--- src/hw/radio_regs_defs.svh ---
`ifndef RADIO_REGS_DEFS_SVH
`define RADIO_REGS_DEFS_SVH
// ----------------------------------------------------------------------
// register offsets
// ----------------------------------------------------------------------
`define OFS_FLAGS2        7'h3f
`define OFS_MAP_LOW       7'h40
`define OFS_MAP_HIGH      7'h41
`define OFS_REVISION      7'h42
`define OFS_GAIN_REF      7'h43
`define OFS_GAIN_TH1      7'h44
`define OFS_GAIN_TH2      7'h45
`define OFS_GAIN_TH3      7'h46
`define OFS_HOP           7'h4b
`define OFS_REF_SEL       7'h58
`define OFS_BOOST         7'h5a
`define OFS_LOOP_BW       7'h5c
`define OFS_LOW_PN_BW     7'h5e
`define OFS_CAL_TEMP      7'h6c
`define OFS_RATE_FRAC     7'h70
`define OFS_SEQ_CTRL      7'h71
`define OFS_SEQ_TIMERS    7'h72
`define OFS_T1_COEF       7'h73
`define OFS_T2_COEF       7'h74
// ----------------------------------------------------------------------
// reset values
// ----------------------------------------------------------------------
`define RST_ZERO          8'h00
`define RST_GAIN_REF      6'h13
`define RST_GAIN_TH1      5'h0e
`define RST_GAIN_TH2      8'h5b
`define RST_GAIN_TH3      8'hdb
`define RST_HOP           8'h2e
`define RST_REF_SEL       8'h09
`define RST_BOOST         8'h84
`define RST_LOOP_BW       8'hd0
`define RST_T1_COEF       8'hf5
`define RST_T2_COEF       8'h20
// revision code, arbitrary value
`define REVISION_CODE     8'h15
// ----------------------------------------------------------------------
// field positions and codes
// ----------------------------------------------------------------------
`define BIT_SUPPLY_LOW    0
`define BIT_CHECK_PASS    1
`define BIT_PAYLOAD       2
`define BIT_TX_DONE       3
`define BIT_QUICK_HOP     7
`define BIT_EXT_REF       4
`define BIT_EVENT_CHOICE  0
`define BOOST_MAX         3'h7
`define LEVEL_MAX         4'hf
`define RX_TRANS_LEADIN   3'h6
`define RES_OFF           2'h0
`define RES_64US          2'h1
`define RES_4MS           2'h2
// ----------------------------------------------------------------------
// timing: tick of 64 us, longer resolutions are multiples of it
// ----------------------------------------------------------------------
`define CLK_MHZ           250
`define TICK_US           64
`define TICK_CYCLES       (`TICK_US * `CLK_MHZ)
`define TICKS_4MS         18'd64
`define TICKS_262MS       18'd4096
`endif

--- src/hw/radio_regs_pkg.sv ---
package radio_regs_pkg;
  // sequencer states, gray along off-idle-receive
  typedef enum logic [1:0] {
    SEQ_OFF  = 2'b00,
    SEQ_IDLE = 2'b01,
    SEQ_RX   = 2'b11,
    SEQ_TX   = 2'b10
  } seq_state_t;
endpackage : radio_regs_pkg

--- src/hw/radio_ctrl_status_listen_regs.sv ---
`timescale 1ns/1ps
`default_nettype none
`include "radio_regs_defs.svh"
module radio_ctrl_status_listen_regs
  import radio_regs_pkg::*;
(
  input  wire logic       clock,
  input  wire logic       srst,
  input  wire logic [6:0] regAddr,          // register address
  input  wire logic [7:0] regWdata,         // write data
  input  wire logic       regWr,            // write strobe
  input  wire logic       regRd,            // read strobe
  output logic      [7:0] regRdata,         // read data, cycle after strobe
  input  wire logic       txActive,         // radio in transmit mode
  input  wire logic       rxActive,         // radio in receive mode
  input  wire logic       packetSentEvt,    // last bit sent
  input  wire logic       lastByteEvt,      // last payload byte received
  input  wire logic       checkMatchEvt,    // payload check matches
  input  wire logic       checkEnable,      // payload check enabled
  input  wire logic       checkFailKeep,    // keep payload on failed check
  input  wire logic       fifoEmpty,        // fifo empty level
  input  wire logic       supplyLowPin,     // comparator, asynchronous
  input  wire logic [3:0] outputLevelField, // transmit level setting
  input  wire logic       signalLevelEvent, // level event from receiver
  input  wire logic       leadInFound,      // lead-in detected
  input  wire logic [5:0] pinSourceA,       // per pin source for code 00
  input  wire logic [5:0] pinSourceB,       // per pin source for code 01
  input  wire logic [5:0] pinSourceC,       // per pin source for code 10
  input  wire logic [7:0] measuredTemp,     // temperature now
  input  wire logic       calDone,          // calibration finished pulse
  input  wire logic       synthForTx,       // synth for transmit requested
  input  wire logic       synthForRx,       // synth for receive requested
  input  wire logic       carrierLowWr,     // carrier low byte written
  output logic      [5:0] statusPins,       // status output pins
  output logic            carrierApply,     // apply new carrier frequency
  output logic            extRefSelect,     // external reference chosen
  output logic            maxBoostEnable,   // highest boost level active
  output logic      [1:0] loopBwCode,       // normal loop bandwidth
  output logic      [1:0] lowPnBwCode,      // low noise loop bandwidth
  output logic      [5:0] gainFloorLevel,   // gain floor
  output logic      [3:0] rateFraction,     // bit rate fraction
  output logic            seqRxReq,         // sequencer wants receive
  output logic            seqTxReq,         // sequencer wants transmit
  output logic            seqRunning        // sequencer on
);
  // ----------------------------------------------------------------------
  // storage
  // ----------------------------------------------------------------------
  logic [7:0] mapLow_q;        // pin functions 0..3
  logic [7:0] mapHigh_q;       // pin functions 4..5 and event choice
  logic [5:0] gainRef_q;       // gain floor level
  logic [4:0] gainTh1_q;       // first step
  logic [7:0] gainTh2_q;       // steps two and three
  logic [7:0] gainTh3_q;       // steps four and five
  logic [7:0] hop_q;           // quick hop control
  logic [7:0] refSel_q;        // reference select
  logic [7:0] boost_q;         // boost setting
  logic [7:0] loopBw_q;        // loop bandwidth
  logic [7:0] lowPnBw_q;       // low noise loop bandwidth
  logic [7:0] calTemp_q;       // saved calibration temperature
  logic [3:0] rateFrac_q;      // rate fraction
  logic [7:0] seqCtrl_q;       // start, stop, idle, start, lp, idle, rx trans
  logic [3:0] seqTimers_q;     // t1 and t2 resolution
  logic [7:0] t1Coef_q;        // t1 coefficient
  logic [7:0] t2Coef_q;        // t2 coefficient
  logic       txDone_q;        // transmit done flag
  logic       payload_q;       // payload complete flag
  logic       checkPass_q;     // check pass flag
  logic       supplyLow_q;     // supply low flag
  logic       supplyMeta_q;    // synchroniser stage one
  logic       supplySync_q;    // synchroniser stage two
  logic [7:0] rdData_q;        // read data register
  seq_state_t seqState_q;      // sequencer state
  logic [17:0] tickCnt_q;      // 64 us tick divider
  logic [17:0] subCnt_q;       // ticks inside one unit
  logic [7:0] unitCnt_q;       // units elapsed
  logic       tick;            // 64 us enable pulse
  logic       wrEn;            // write of any register

  assign wrEn = regWr;

  // ----------------------------------------------------------------------
  // supply comparator crossing
  // ----------------------------------------------------------------------
  // comparator is asynchronous, two flops before any use
  always_ff @(posedge clock)
  begin
    if (srst)
    begin
      supplyMeta_q <= 1'b0;
      supplySync_q <= 1'b0;
    end
    else
    begin
      supplyMeta_q <= supplyLowPin;
      supplySync_q <= supplyMeta_q;
    end
  end

  // ----------------------------------------------------------------------
  // read-write configuration registers
  // ----------------------------------------------------------------------
  // reserved bits are kept as written, except in gain ref, first gain step, rate fraction and seq timers, which keep only their fields
  always_ff @(posedge clock)
  begin
    if (srst)
    begin
      mapLow_q    <= `RST_ZERO;
      mapHigh_q   <= `RST_ZERO;
      gainRef_q   <= `RST_GAIN_REF;
      gainTh1_q   <= `RST_GAIN_TH1;
      gainTh2_q   <= `RST_GAIN_TH2;
      gainTh3_q   <= `RST_GAIN_TH3;
      hop_q       <= `RST_HOP;
      refSel_q    <= `RST_REF_SEL;
      boost_q     <= `RST_BOOST;
      loopBw_q    <= `RST_LOOP_BW;
      lowPnBw_q   <= `RST_LOOP_BW;
      rateFrac_q  <= 4'h0;
      seqTimers_q <= 4'h0;
      t1Coef_q    <= `RST_T1_COEF;
      t2Coef_q    <= `RST_T2_COEF;
    end
    else if (wrEn)
    begin
      unique case (regAddr)
        `OFS_MAP_LOW:    mapLow_q    <= regWdata;
        `OFS_MAP_HIGH:   mapHigh_q   <= regWdata;
        `OFS_GAIN_REF:   gainRef_q   <= regWdata[5:0];
        `OFS_GAIN_TH1:   gainTh1_q   <= regWdata[4:0];
        `OFS_GAIN_TH2:   gainTh2_q   <= regWdata;
        `OFS_GAIN_TH3:   gainTh3_q   <= regWdata;
        `OFS_HOP:        hop_q       <= regWdata;
        `OFS_REF_SEL:    refSel_q    <= regWdata;
        `OFS_BOOST:      boost_q     <= regWdata;
        `OFS_LOOP_BW:    loopBw_q    <= regWdata;
        `OFS_LOW_PN_BW:  lowPnBw_q   <= regWdata;
        `OFS_RATE_FRAC:  rateFrac_q  <= regWdata[3:0];
        `OFS_SEQ_TIMERS: seqTimers_q <= regWdata[3:0];
        `OFS_T1_COEF:    t1Coef_q    <= regWdata;
        `OFS_T2_COEF:    t2Coef_q    <= regWdata;
        default:         ;
      endcase
    end
  end

  // ----------------------------------------------------------------------
  // saved calibration temperature
  // ----------------------------------------------------------------------
  // calibration capture wins over a software write in the same cycle
  always_ff @(posedge clock)
  begin
    if (srst)
      calTemp_q <= `RST_ZERO;
    else if (calDone)
      calTemp_q <= measuredTemp;
    else if (wrEn && regAddr == `OFS_CAL_TEMP)
      calTemp_q <= regWdata;
  end

  // ----------------------------------------------------------------------
  // status flags
  // ----------------------------------------------------------------------
  // transmit done follows transmit mode, read only
  always_ff @(posedge clock)
  begin
    if (srst || !txActive)
      txDone_q <= 1'b0;
    else if (packetSentEvt)
      txDone_q <= 1'b1;
  end

  // payload and check flags clear on empty fifo; a new event wins
  always_ff @(posedge clock)
  begin
    if (srst)
    begin
      payload_q   <= 1'b0;
      checkPass_q <= 1'b0;
    end
    else
    begin
      if (rxActive && lastByteEvt && (!checkEnable || checkFailKeep || checkMatchEvt))
        payload_q <= 1'b1;
      else if (fifoEmpty)
        payload_q <= 1'b0;
      if (rxActive && checkMatchEvt)
        checkPass_q <= 1'b1;
      else if (fifoEmpty)
        checkPass_q <= 1'b0;
    end
  end

  // supply low is sticky; set wins over a write-one clear
  always_ff @(posedge clock)
  begin
    if (srst)
      supplyLow_q <= 1'b0;
    else if (supplySync_q)
      supplyLow_q <= 1'b1;
    else if (wrEn && regAddr == `OFS_FLAGS2 && regWdata[`BIT_SUPPLY_LOW])
      supplyLow_q <= 1'b0;
  end

  // ----------------------------------------------------------------------
  // sequencer control register
  // ----------------------------------------------------------------------
  // bit 7 start and bit 6 stop are pulses and read back as zero
  always_ff @(posedge clock)
  begin
    if (srst)
      seqCtrl_q <= `RST_ZERO;
    else if (wrEn && regAddr == `OFS_SEQ_CTRL)
      seqCtrl_q <= {2'b00, regWdata[5:0]};
  end

  // ----------------------------------------------------------------------
  // 64 us tick divider
  // ----------------------------------------------------------------------
  always_ff @(posedge clock)
  begin
    if (srst || tickCnt_q == 18'(`TICK_CYCLES - 1))
      tickCnt_q <= 18'd0;
    else
      tickCnt_q <= tickCnt_q + 18'd1;
  end
  assign tick = (tickCnt_q == 18'(`TICK_CYCLES - 1));

  // ----------------------------------------------------------------------
  // interval timer: resolution unit times coefficient
  // ----------------------------------------------------------------------
  logic [1:0]  curRes;    // resolution of running interval
  logic [7:0]  curCoef;   // coefficient of running interval
  logic [17:0] unitTicks; // ticks per unit
  logic        unitDone;  // one unit elapsed
  logic        intervalEnd; // running interval complete
  assign curRes    = (seqState_q == SEQ_IDLE) ? seqTimers_q[3:2] : seqTimers_q[1:0];
  assign curCoef   = (seqState_q == SEQ_IDLE) ? t1Coef_q : t2Coef_q;
  assign unitTicks = (curRes == `RES_64US) ? 18'd1 :
                     (curRes == `RES_4MS)  ? `TICKS_4MS : `TICKS_262MS;
  assign unitDone  = tick && (subCnt_q == unitTicks - 18'd1);
  assign intervalEnd = (curRes != `RES_OFF) && unitDone &&
                       (unitCnt_q + 8'd1 >= curCoef);

  always_ff @(posedge clock)
  begin
    if (srst || seqState_q == SEQ_OFF || intervalEnd)
    begin
      subCnt_q  <= 18'd0;
      unitCnt_q <= 8'd0;
    end
    else if (unitDone)
    begin
      subCnt_q  <= 18'd0;
      unitCnt_q <= unitCnt_q + 8'd1;
    end
    else if (tick)
      subCnt_q <= subCnt_q + 18'd1;
  end

  // ----------------------------------------------------------------------
  // listen sequencer
  // ----------------------------------------------------------------------
  // only the wake-on-lead-in and the wake-into-transmit paths are modelled; receive ends on t2
  always_ff @(posedge clock)
  begin
    if (srst || (wrEn && regAddr == `OFS_SEQ_CTRL && regWdata[6]))
      seqState_q <= SEQ_OFF;
    else
    begin
      unique case (seqState_q)
        SEQ_OFF:
          if (wrEn && regAddr == `OFS_SEQ_CTRL && regWdata[7])
            seqState_q <= (regWdata[2] && regWdata[4:3] == 2'b00) ? SEQ_IDLE : SEQ_OFF;
        SEQ_IDLE:
          if (intervalEnd)
            seqState_q <= seqCtrl_q[1] ? SEQ_RX : SEQ_TX;
        SEQ_RX:
          if (leadInFound)
            seqState_q <= SEQ_OFF;
          else if (intervalEnd)
            seqState_q <= SEQ_IDLE;
        SEQ_TX:
          if (packetSentEvt)
            seqState_q <= SEQ_IDLE;
      endcase
    end
  end

  assign seqRunning = (seqState_q != SEQ_OFF);
  assign seqRxReq   = (seqState_q == SEQ_RX);
  assign seqTxReq   = (seqState_q == SEQ_TX);

  // ----------------------------------------------------------------------
  // status pin mapping
  // ----------------------------------------------------------------------
  logic [11:0] pinCodes; // two bits per pin, pin 0 in top of low map
  logic        pinEvent; // event for code 11
  assign pinCodes = {mapLow_q, mapHigh_q[7:4]};
  assign pinEvent = mapHigh_q[`BIT_EVENT_CHOICE] ? leadInFound : signalLevelEvent;

  genvar gp;
  generate
    for (gp = 0; gp < 6; gp++)
    begin : g_pin
      logic [1:0] code;
      assign code = pinCodes[11 - 2*gp -: 2];
      always_ff @(posedge clock)
      begin
        if (srst)
          statusPins[gp] <= 1'b0;
        else
        begin
          unique case (code)
            2'b00: statusPins[gp] <= pinSourceA[gp];
            2'b01: statusPins[gp] <= pinSourceB[gp];
            2'b10: statusPins[gp] <= pinSourceC[gp];
            2'b11: statusPins[gp] <= pinEvent;
          endcase
        end
      end
    end
  endgenerate

  // ----------------------------------------------------------------------
  // control outputs
  // ----------------------------------------------------------------------
  always_ff @(posedge clock)
  begin
    if (srst)
      carrierApply <= 1'b0;
    else if (hop_q[`BIT_QUICK_HOP])
      carrierApply <= carrierLowWr;
    else
      carrierApply <= synthForTx || synthForRx;
  end

  assign extRefSelect   = refSel_q[`BIT_EXT_REF];
  assign maxBoostEnable = (boost_q[2:0] == `BOOST_MAX) && (outputLevelField == `LEVEL_MAX);
  assign loopBwCode     = loopBw_q[7:6];
  assign lowPnBwCode    = lowPnBw_q[7:6];
  assign gainFloorLevel = gainRef_q;
  assign rateFraction   = rateFrac_q;

  // ----------------------------------------------------------------------
  // read port
  // ----------------------------------------------------------------------
  always_ff @(posedge clock)
  begin
    if (srst)
      rdData_q <= 8'h00;
    else if (regRd)
    begin
      unique case (regAddr)
        `OFS_FLAGS2:     rdData_q <= {4'h0, txDone_q, payload_q, checkPass_q, supplyLow_q};
        `OFS_MAP_LOW:    rdData_q <= mapLow_q;
        `OFS_MAP_HIGH:   rdData_q <= mapHigh_q;
        `OFS_REVISION:   rdData_q <= `REVISION_CODE;
        `OFS_GAIN_REF:   rdData_q <= {2'b00, gainRef_q};
        `OFS_GAIN_TH1:   rdData_q <= {3'b000, gainTh1_q};
        `OFS_GAIN_TH2:   rdData_q <= gainTh2_q;
        `OFS_GAIN_TH3:   rdData_q <= gainTh3_q;
        `OFS_HOP:        rdData_q <= hop_q;
        `OFS_REF_SEL:    rdData_q <= refSel_q;
        `OFS_BOOST:      rdData_q <= boost_q;
        `OFS_LOOP_BW:    rdData_q <= loopBw_q;
        `OFS_LOW_PN_BW:  rdData_q <= lowPnBw_q;
        `OFS_CAL_TEMP:   rdData_q <= calTemp_q;
        `OFS_RATE_FRAC:  rdData_q <= {4'h0, rateFrac_q};
        `OFS_SEQ_CTRL:   rdData_q <= seqCtrl_q;
        `OFS_SEQ_TIMERS: rdData_q <= {4'h0, seqTimers_q};
        `OFS_T1_COEF:    rdData_q <= t1Coef_q;
        `OFS_T2_COEF:    rdData_q <= t2Coef_q;
        default:         rdData_q <= 8'h00;            // unmapped reads zero
      endcase
    end
  end
  assign regRdata = rdData_q;

  // ----------------------------------------------------------------------
  // checks
  // ----------------------------------------------------------------------
  tx_done_drop_a: assert property (@(posedge clock) disable iff (srst)
    !txActive |=> !txDone_q) else $error("transmit done kept outside transmit");
  supply_sticky_a: assert property (@(posedge clock) disable iff (srst)
    supplyLow_q && !(wrEn && regAddr == `OFS_FLAGS2 && regWdata[0]) |=> supplyLow_q)
    else $error("supply low cleared without write");
  zero_write_keep_a: assert property (@(posedge clock) disable iff (srst)
    supplyLow_q && wrEn && regAddr == `OFS_FLAGS2 && !regWdata[0] |=> supplyLow_q)
    else $error("zero write cleared flag");
  check_clear_a: assert property (@(posedge clock) disable iff (srst)
    fifoEmpty && !(rxActive && checkMatchEvt) |=> !checkPass_q)
    else $error("check pass not cleared on empty");
  payload_set_a: assert property (@(posedge clock) disable iff (srst)
    rxActive && lastByteEvt && !checkEnable |=> payload_q)
    else $error("payload complete missing");
  revision_read_a: assert property (@(posedge clock) disable iff (srst)
    regRd && regAddr == `OFS_REVISION |=> regRdata == `REVISION_CODE)
    else $error("revision read wrong");
  lead_in_off_a: assert property (@(posedge clock) disable iff (srst)
    seqState_q == SEQ_RX && leadInFound |=> seqState_q == SEQ_OFF)
    else $error("sequencer did not stop on lead-in");
  quick_hop_a: assert property (@(posedge clock) disable iff (srst)
    hop_q[7] && carrierLowWr |=> carrierApply)
    else $error("quick hop not applied");
  cv_listen_c: cover property (@(posedge clock) seqState_q == SEQ_IDLE ##1 seqState_q == SEQ_RX);
  cv_leadin_c: cover property (@(posedge clock) seqState_q == SEQ_RX ##1 seqState_q == SEQ_OFF);
  cv_supply_c: cover property (@(posedge clock) $fell(supplyLow_q));
endmodule : radio_ctrl_status_listen_regs
`default_nettype wire

--- config.mk ---
export PLATFORM = sky130hd
export DESIGN_NAME = radio_ctrl_status_listen_regs
export DESIGN_NICKNAME = d
export VERILOG_FILES = /design/src/hw/radio_regs_pkg.sv /design/src/hw/radio_ctrl_status_listen_regs.sv
export VERILOG_INCLUDE_DIRS = /design/src /design/src/hw
export SDC_FILE = /design/constraint.sdc
export NUM_CORES = 1
export LEC_CHECK = 0
export BUFFER_PORTS_ARGS = -buffer_cell sky130_fd_sc_hd__buf_2
export CAP_MARGIN = 20
export CORE_MARGIN = 4
export CORE_UTILIZATION = 48
export CTS_CLUSTER_SIZE = 16
export DETAILED_ROUTE_END_ITERATION = 10
export PLACE_DENSITY = 0.67
export SLEW_MARGIN = 20
export SYNTH_ARGS = -nofsm -noshare
export SYNTH_HDL_FRONTEND = slang
export SYNTH_SLANG_ARGS = --single-unit
--- constraint.sdc ---
create_clock -name clock -period 6.4 [get_ports clock]
set_input_delay 0.32 -clock clock [delete_from_list [all_inputs] [get_ports clock]]
set_output_delay 0.32 -clock clock [all_outputs]
set_load 0.02 [all_outputs]
==> report_table.html <==
<table>
<tr><th>Metric</th><th>Value</th></tr>
<tr><th colspan="2">CTS</th></tr>
<tr><td>Total of cells resized after clock tree synthesis</td><td>0</td></tr>
<tr><td>Clock buffers created by TritonCTS</td><td>17</td></tr>
<tr><td>CTS max path bufs</td><td>2</td></tr>
<tr><td>H-tree levels</td><td>4</td></tr>
<tr><td>Clock tree from TritonCTS</td><td>yes</td></tr>
<tr><td>Clock slew seen by the registers of the worst setup and hold paths</td><td>0.07 ns</td></tr>
<tr><td>Number of buffers added for setup after CTS</td><td>0</td></tr>
<tr><td>Hold-fix buffers, CTS</td><td>0</td></tr>
<tr><td>Clock Sinks</td><td>188</td></tr>
<tr><td>Clock insertion delay at the later pin of the skew report</td><td>0.44 ns</td></tr>
<tr><td>Clock tree root buffer cell</td><td>sky130_fd_sc_hd__clkbuf_16</td></tr>
<tr><th colspan="2">Drt</th></tr>
<tr><td>DRT iter0 DRCs</td><td>around 800</td></tr>
<tr><td>Total wire length</td><td>26.9 mm</td></tr>
<tr><td>Avg Vias per Cell</td><td>6.03</td></tr>
<tr><td>DRT Pass-1 Iters</td><td>5</td></tr>
<tr><td>Routed length per placed instance</td><td>19.9 um</td></tr>
<tr><td>Final ANT Viol Nets</td><td>0</td></tr>
<tr><td>DRC</td><td>0</td></tr>
<tr><td>Vias</td><td>8157</td></tr>
<tr><th colspan="2">Placed design</th></tr>
<tr><td>Quantity of I/O buffers inserted on ports</td><td>97</td></tr>
<tr><td>Cell Count Post-Placement</td><td>approximately 1.3k</td></tr>
<tr><td>Placer Congestion</td><td>0.969</td></tr>
<tr><td>Total half-perimeter wirelength after legalization and detailed placement</td><td>18.4 mm</td></tr>
<tr><th colspan="2">Pwr</th></tr>
<tr><td>Largest vdd supply drop</td><td>0.000187 V</td></tr>
<tr><td>P per Cell Area</td><td>232 nW/um^2</td></tr>
<tr><td>Static leakage</td><td>~4.1 nW</td></tr>
<tr><th colspan="2">Timing</th></tr>
<tr><td>Clock period minus final worst setup slack</td><td>approximately 3.4 ns</td></tr>
<tr><td>Slew HR</td><td>0.241</td></tr>
<tr><td>Number of max-slew violations in the final report</td><td>0</td></tr>
<tr><td>Maximum operating frequency</td><td>between 200 and 300 MHz</td></tr>
<tr><td>Sum of negative setup slack</td><td>0 ns</td></tr>
<tr><td>Total of endpoints with negative setup slack in the final report</td><td>0</td></tr>
<tr><td>Post-route clock skew</td><td>0.0141 ns</td></tr>
<tr><td>Final count of hold timing violations</td><td>0</td></tr>
<tr><td>Tightest Pin Transition</td><td>1.14 ns</td></tr>
<tr><td>Setup repair after global routing missed its margin</td><td>false</td></tr>
<tr><td>Fin crit share</td><td>0.533</td></tr>
<tr><th colspan="2">Global route</th></tr>
<tr><td>Via count of the first global-routing pass</td><td>7638</td></tr>
<tr><td>Initial antenna violation count</td><td>0</td></tr>
<tr><td>Overall Global Routing Usage</td><td>0.252</td></tr>
<tr><td>First-pass GRT wire length</td><td>42.6 mm</td></tr>
<tr><td>Pin count of the biggest net entering global routing</td><td>77</td></tr>
<tr><td>Global route overflow</td><td>0</td></tr>
<tr><th colspan="2">Yosys</th></tr>
<tr><td>Sequential area share after synthesis</td><td>0.416</td></tr>
<tr><td>Main flop type after synthesis</td><td>sky130_fd_sc_hd__dfxtp_1</td></tr>
<tr><td>Distinct cell type count of the synthesized netlist</td><td>68</td></tr>
<tr><td>Count of flip-flops with a built-in enable after synthesis</td><td>0</td></tr>
<tr><td>Count of mapped cells out of synthesis</td><td>1058</td></tr>
<tr><td>Async set or reset register ratio after synthesis</td><td>0</td></tr>
<tr><td>Total of warnings raised by yosys</td><td>0</td></tr>
<tr><td>Number of synthesized register bits</td><td>188</td></tr>
<tr><td>Nets in the synthesized netlist</td><td>1135</td></tr>
<tr><td>Combined area of all synthesized cells</td><td>9050 sq um</td></tr>
<tr><td>Avg Cell Area, Syn</td><td>8.55 sq um</td></tr>
<tr><th colspan="2">Status</th></tr>
<tr><td>Status</td><td>complete, no violations</td></tr>
<tr><th colspan="2">Setup path</th></tr>
<tr><td>Type of destination of the critical path</td><td>flip-flop</td></tr>
<tr><td>Start-to-end type of the worst setup path</td><td>flip-flop to flip-flop</td></tr>
<tr><td>Worst Setup Start Kind</td><td>flip-flop</td></tr>
<tr><td>Maximum net fanout on the critical path</td><td>18</td></tr>
<tr><td>Worst path required time</td><td>6.70 ns</td></tr>
<tr><td>CP Data Arrival Time</td><td>approximately 3.7 ns</td></tr>
<tr><th colspan="2">Layout</th></tr>
<tr><td>Filler instances</td><td>1709</td></tr>
<tr><td>Share of post-route cells with drive strength above 1</td><td>0.134</td></tr>
<tr><td>Total inserted antenna cells</td><td>0</td></tr>
<tr><td>Cell Count, Final, Fillers Out</td><td>1353</td></tr>
<tr><td>Nets@finish</td><td>1188</td></tr>
<tr><td>Share of the core filled with cells in the final layout</td><td>0.555</td></tr>
<tr><td>Synthesis-to-layout area growth</td><td>12.0%</td></tr>
<tr><th colspan="2">Floorplanning</th></tr>
<tr><td>Top-level I/O count</td><td>98</td></tr>
<tr><td>Starting density of the core</td><td>0.495</td></tr>
<tr><td>Die outline area</td><td>21100 sq um</td></tr>
<tr><td>Placement row count</td><td>49</td></tr>
<tr><td>Die height</td><td>between 100 and 150 um</td></tr>
<tr><td>Floorplan core area</td><td>roughly 18000 sq um</td></tr>
<tr><td>Die width</td><td>145 um</td></tr>
<tr><th colspan="2">Job</th></tr>
<tr><td>Max-capacitance violation count</td><td>0</td></tr>
<tr><th colspan="2">Hold path</th></tr>
<tr><td>HP Class</td><td>input port to flip-flop</td></tr>
</table>
-- worst max-delay path, cell delays in order, from the launching register on --
cell and delay [ns]:
sky130_fd_sc_hd__dfxtp_1 0.38, sky130_fd_sc_hd__nor2b_1 0.16, sky130_fd_sc_hd__buf_4 0.22, sky130_fd_sc_hd__nor2_1 0.06, sky130_fd_sc_hd__a21oi_1 0.17, sky130_fd_sc_hd__ha_1 0.21, sky130_fd_sc_hd__or4b_1 0.43, sky130_fd_sc_hd__o32a_1 0.22
sky130_fd_sc_hd__a2111oi_4 0.66, sky130_fd_sc_hd__nand2b_1 0.64, sky130_fd_sc_hd__nor2_1 0.13
-- registers in the layout, summed over array words and instances, names as in the netlist, 6 cells and up --
| name | cells |
|---|---|
| gainTh3_q | 8 |
| t2Coef_q | 8 |
| calTemp_q | 8 |
| tickCnt_q | 18 |
| mapLow_q | 8 |
| loopBw_q | 8 |
| t1Coef_q | 8 |
| gainFloorLevel | 6 |
| lowPnBw_q | 8 |
| subCnt_q | 18 |
| boost_q | 8 |
| hop_q | 8 |
| unitCnt_q | 8 |
| seqCtrl_q | 6 |
| gainTh2_q | 8 |
| mapHigh_q | 8 |
| statusPins | 6 |
| refSel_q | 8 |
| regRdata | 8 |
-- final timing paths --
kind / startpoint / end / slack, ns / cells past startpoint
setup / recovery: seqState_q[0] / subCnt_q[10] / 2.99 / 10
hold reg to reg: supplyMeta_q / supplySync_q / 0.45 / 1
setup reg to reg: seqState_q[0] / subCnt_q[10] / 2.99 / 10
hold / removal: supplyLowPin / supplyMeta_q / 0.11 / 2
-- layer usage --
| layer | wire length [um] | share of wire | GRT usage |
|---|---|---|---|
| met2 | 12000 | 0.45 | 0.391 |
| met3 | 2310 | 0.086 | 0.0558 |
| met4 | 713 | 0.026 | 0.0845 |
| met1 | 11900 | 0.44 | 0.348 |
| met5 | 0 | 0 | 0 |
-- synth_stat cells (all sizes together), types with 16 or more instances --
cell type	number	area, sq um
dfxtp	188	3760
nor2	142	533
nand2	136	510
mux2i	99	991
nand3	54	270
clkbuf	51	191
a21oi	47	235
xor2	39	342
o21ai	24	120
a22oi	20	150
buf	20	114
a211oi	16	120
and3	16	100
nor2b	16	100
nor3	16	90.1
-- layout by cell type, fill, tap and decap left out, types with 17 or more instances in the layout --
| master | Yosys | layout |
|---|---|---|
| sky130_fd_sc_hd__dfxtp_1 | 188 | 188 |
| sky130_fd_sc_hd__nor2_1 | 142 | 142 |
| sky130_fd_sc_hd__nand2_1 | 136 | 136 |
| sky130_fd_sc_hd__mux2i_1 | 99 | 99 |
| sky130_fd_sc_hd__buf_2 | 7 | 96 |
| sky130_fd_sc_hd__nand3_1 | 54 | 54 |
| sky130_fd_sc_hd__a21oi_1 | 47 | 47 |
| sky130_fd_sc_hd__xor2_1 | 39 | 39 |
| sky130_fd_sc_hd__o21ai_0 | 23 | 23 |
| sky130_fd_sc_hd__a22oi_1 | 20 | 20 |
| sky130_fd_sc_hd__clkbuf_16 | 0 | 17 |
-- through the flow --
| stage | power [mW] | area (sq um) | setup slack, ns | hold slack, ns |
|---|---|---|---|---|
| after detailed placement | 1.37 | 9580 | 3.00 | 0.437 |
| after CTS | 2.36 | 10100 | 2.95 | 0.103 |
| after global placement | 1.37 | 9580 | 3.11 | 0.420 |
| after global routing | 2.42 | 10100 | 2.64 | 0.118 |
| final | 2.35 | 10100 | 2.99 | 0.111 |
| after floorplan | 1.31 | 9050 | 3.17 | 0.413 |
-- logic make-up after synthesis --
kind of cell	after synthesis	synth area share
AOI/OAI and AO/OA	167	0.129
xor gates and xnor gates	47	0.0455
adders and majority gates	13	0.0180
buffers and inverters	87	0.0404
DFF	188	0.416
muxes	107	0.119
and+or+nand+nor	449	0.232
-- power breakdown --
group,switching [mW],leakage [nW],internal [mW]
clock network,0.465,0.263,0.541
logic,0.107,2.36,0.0484
registers,0.00857,1.52,1.18
-- layout make-up --
type	instances	area, sq um	area share
clock buffer	24	492	0.0485
inverter	16	60.1	0.00593
timing repair buffer	105	548	0.0541
clock inverter	8	58.8	0.00580
sequential	188	3760	0.371
tap	229	287	0.0283
multi-input combinational	783	4920	0.486
No activity file was read; power rests on OpenSTA's default activity.
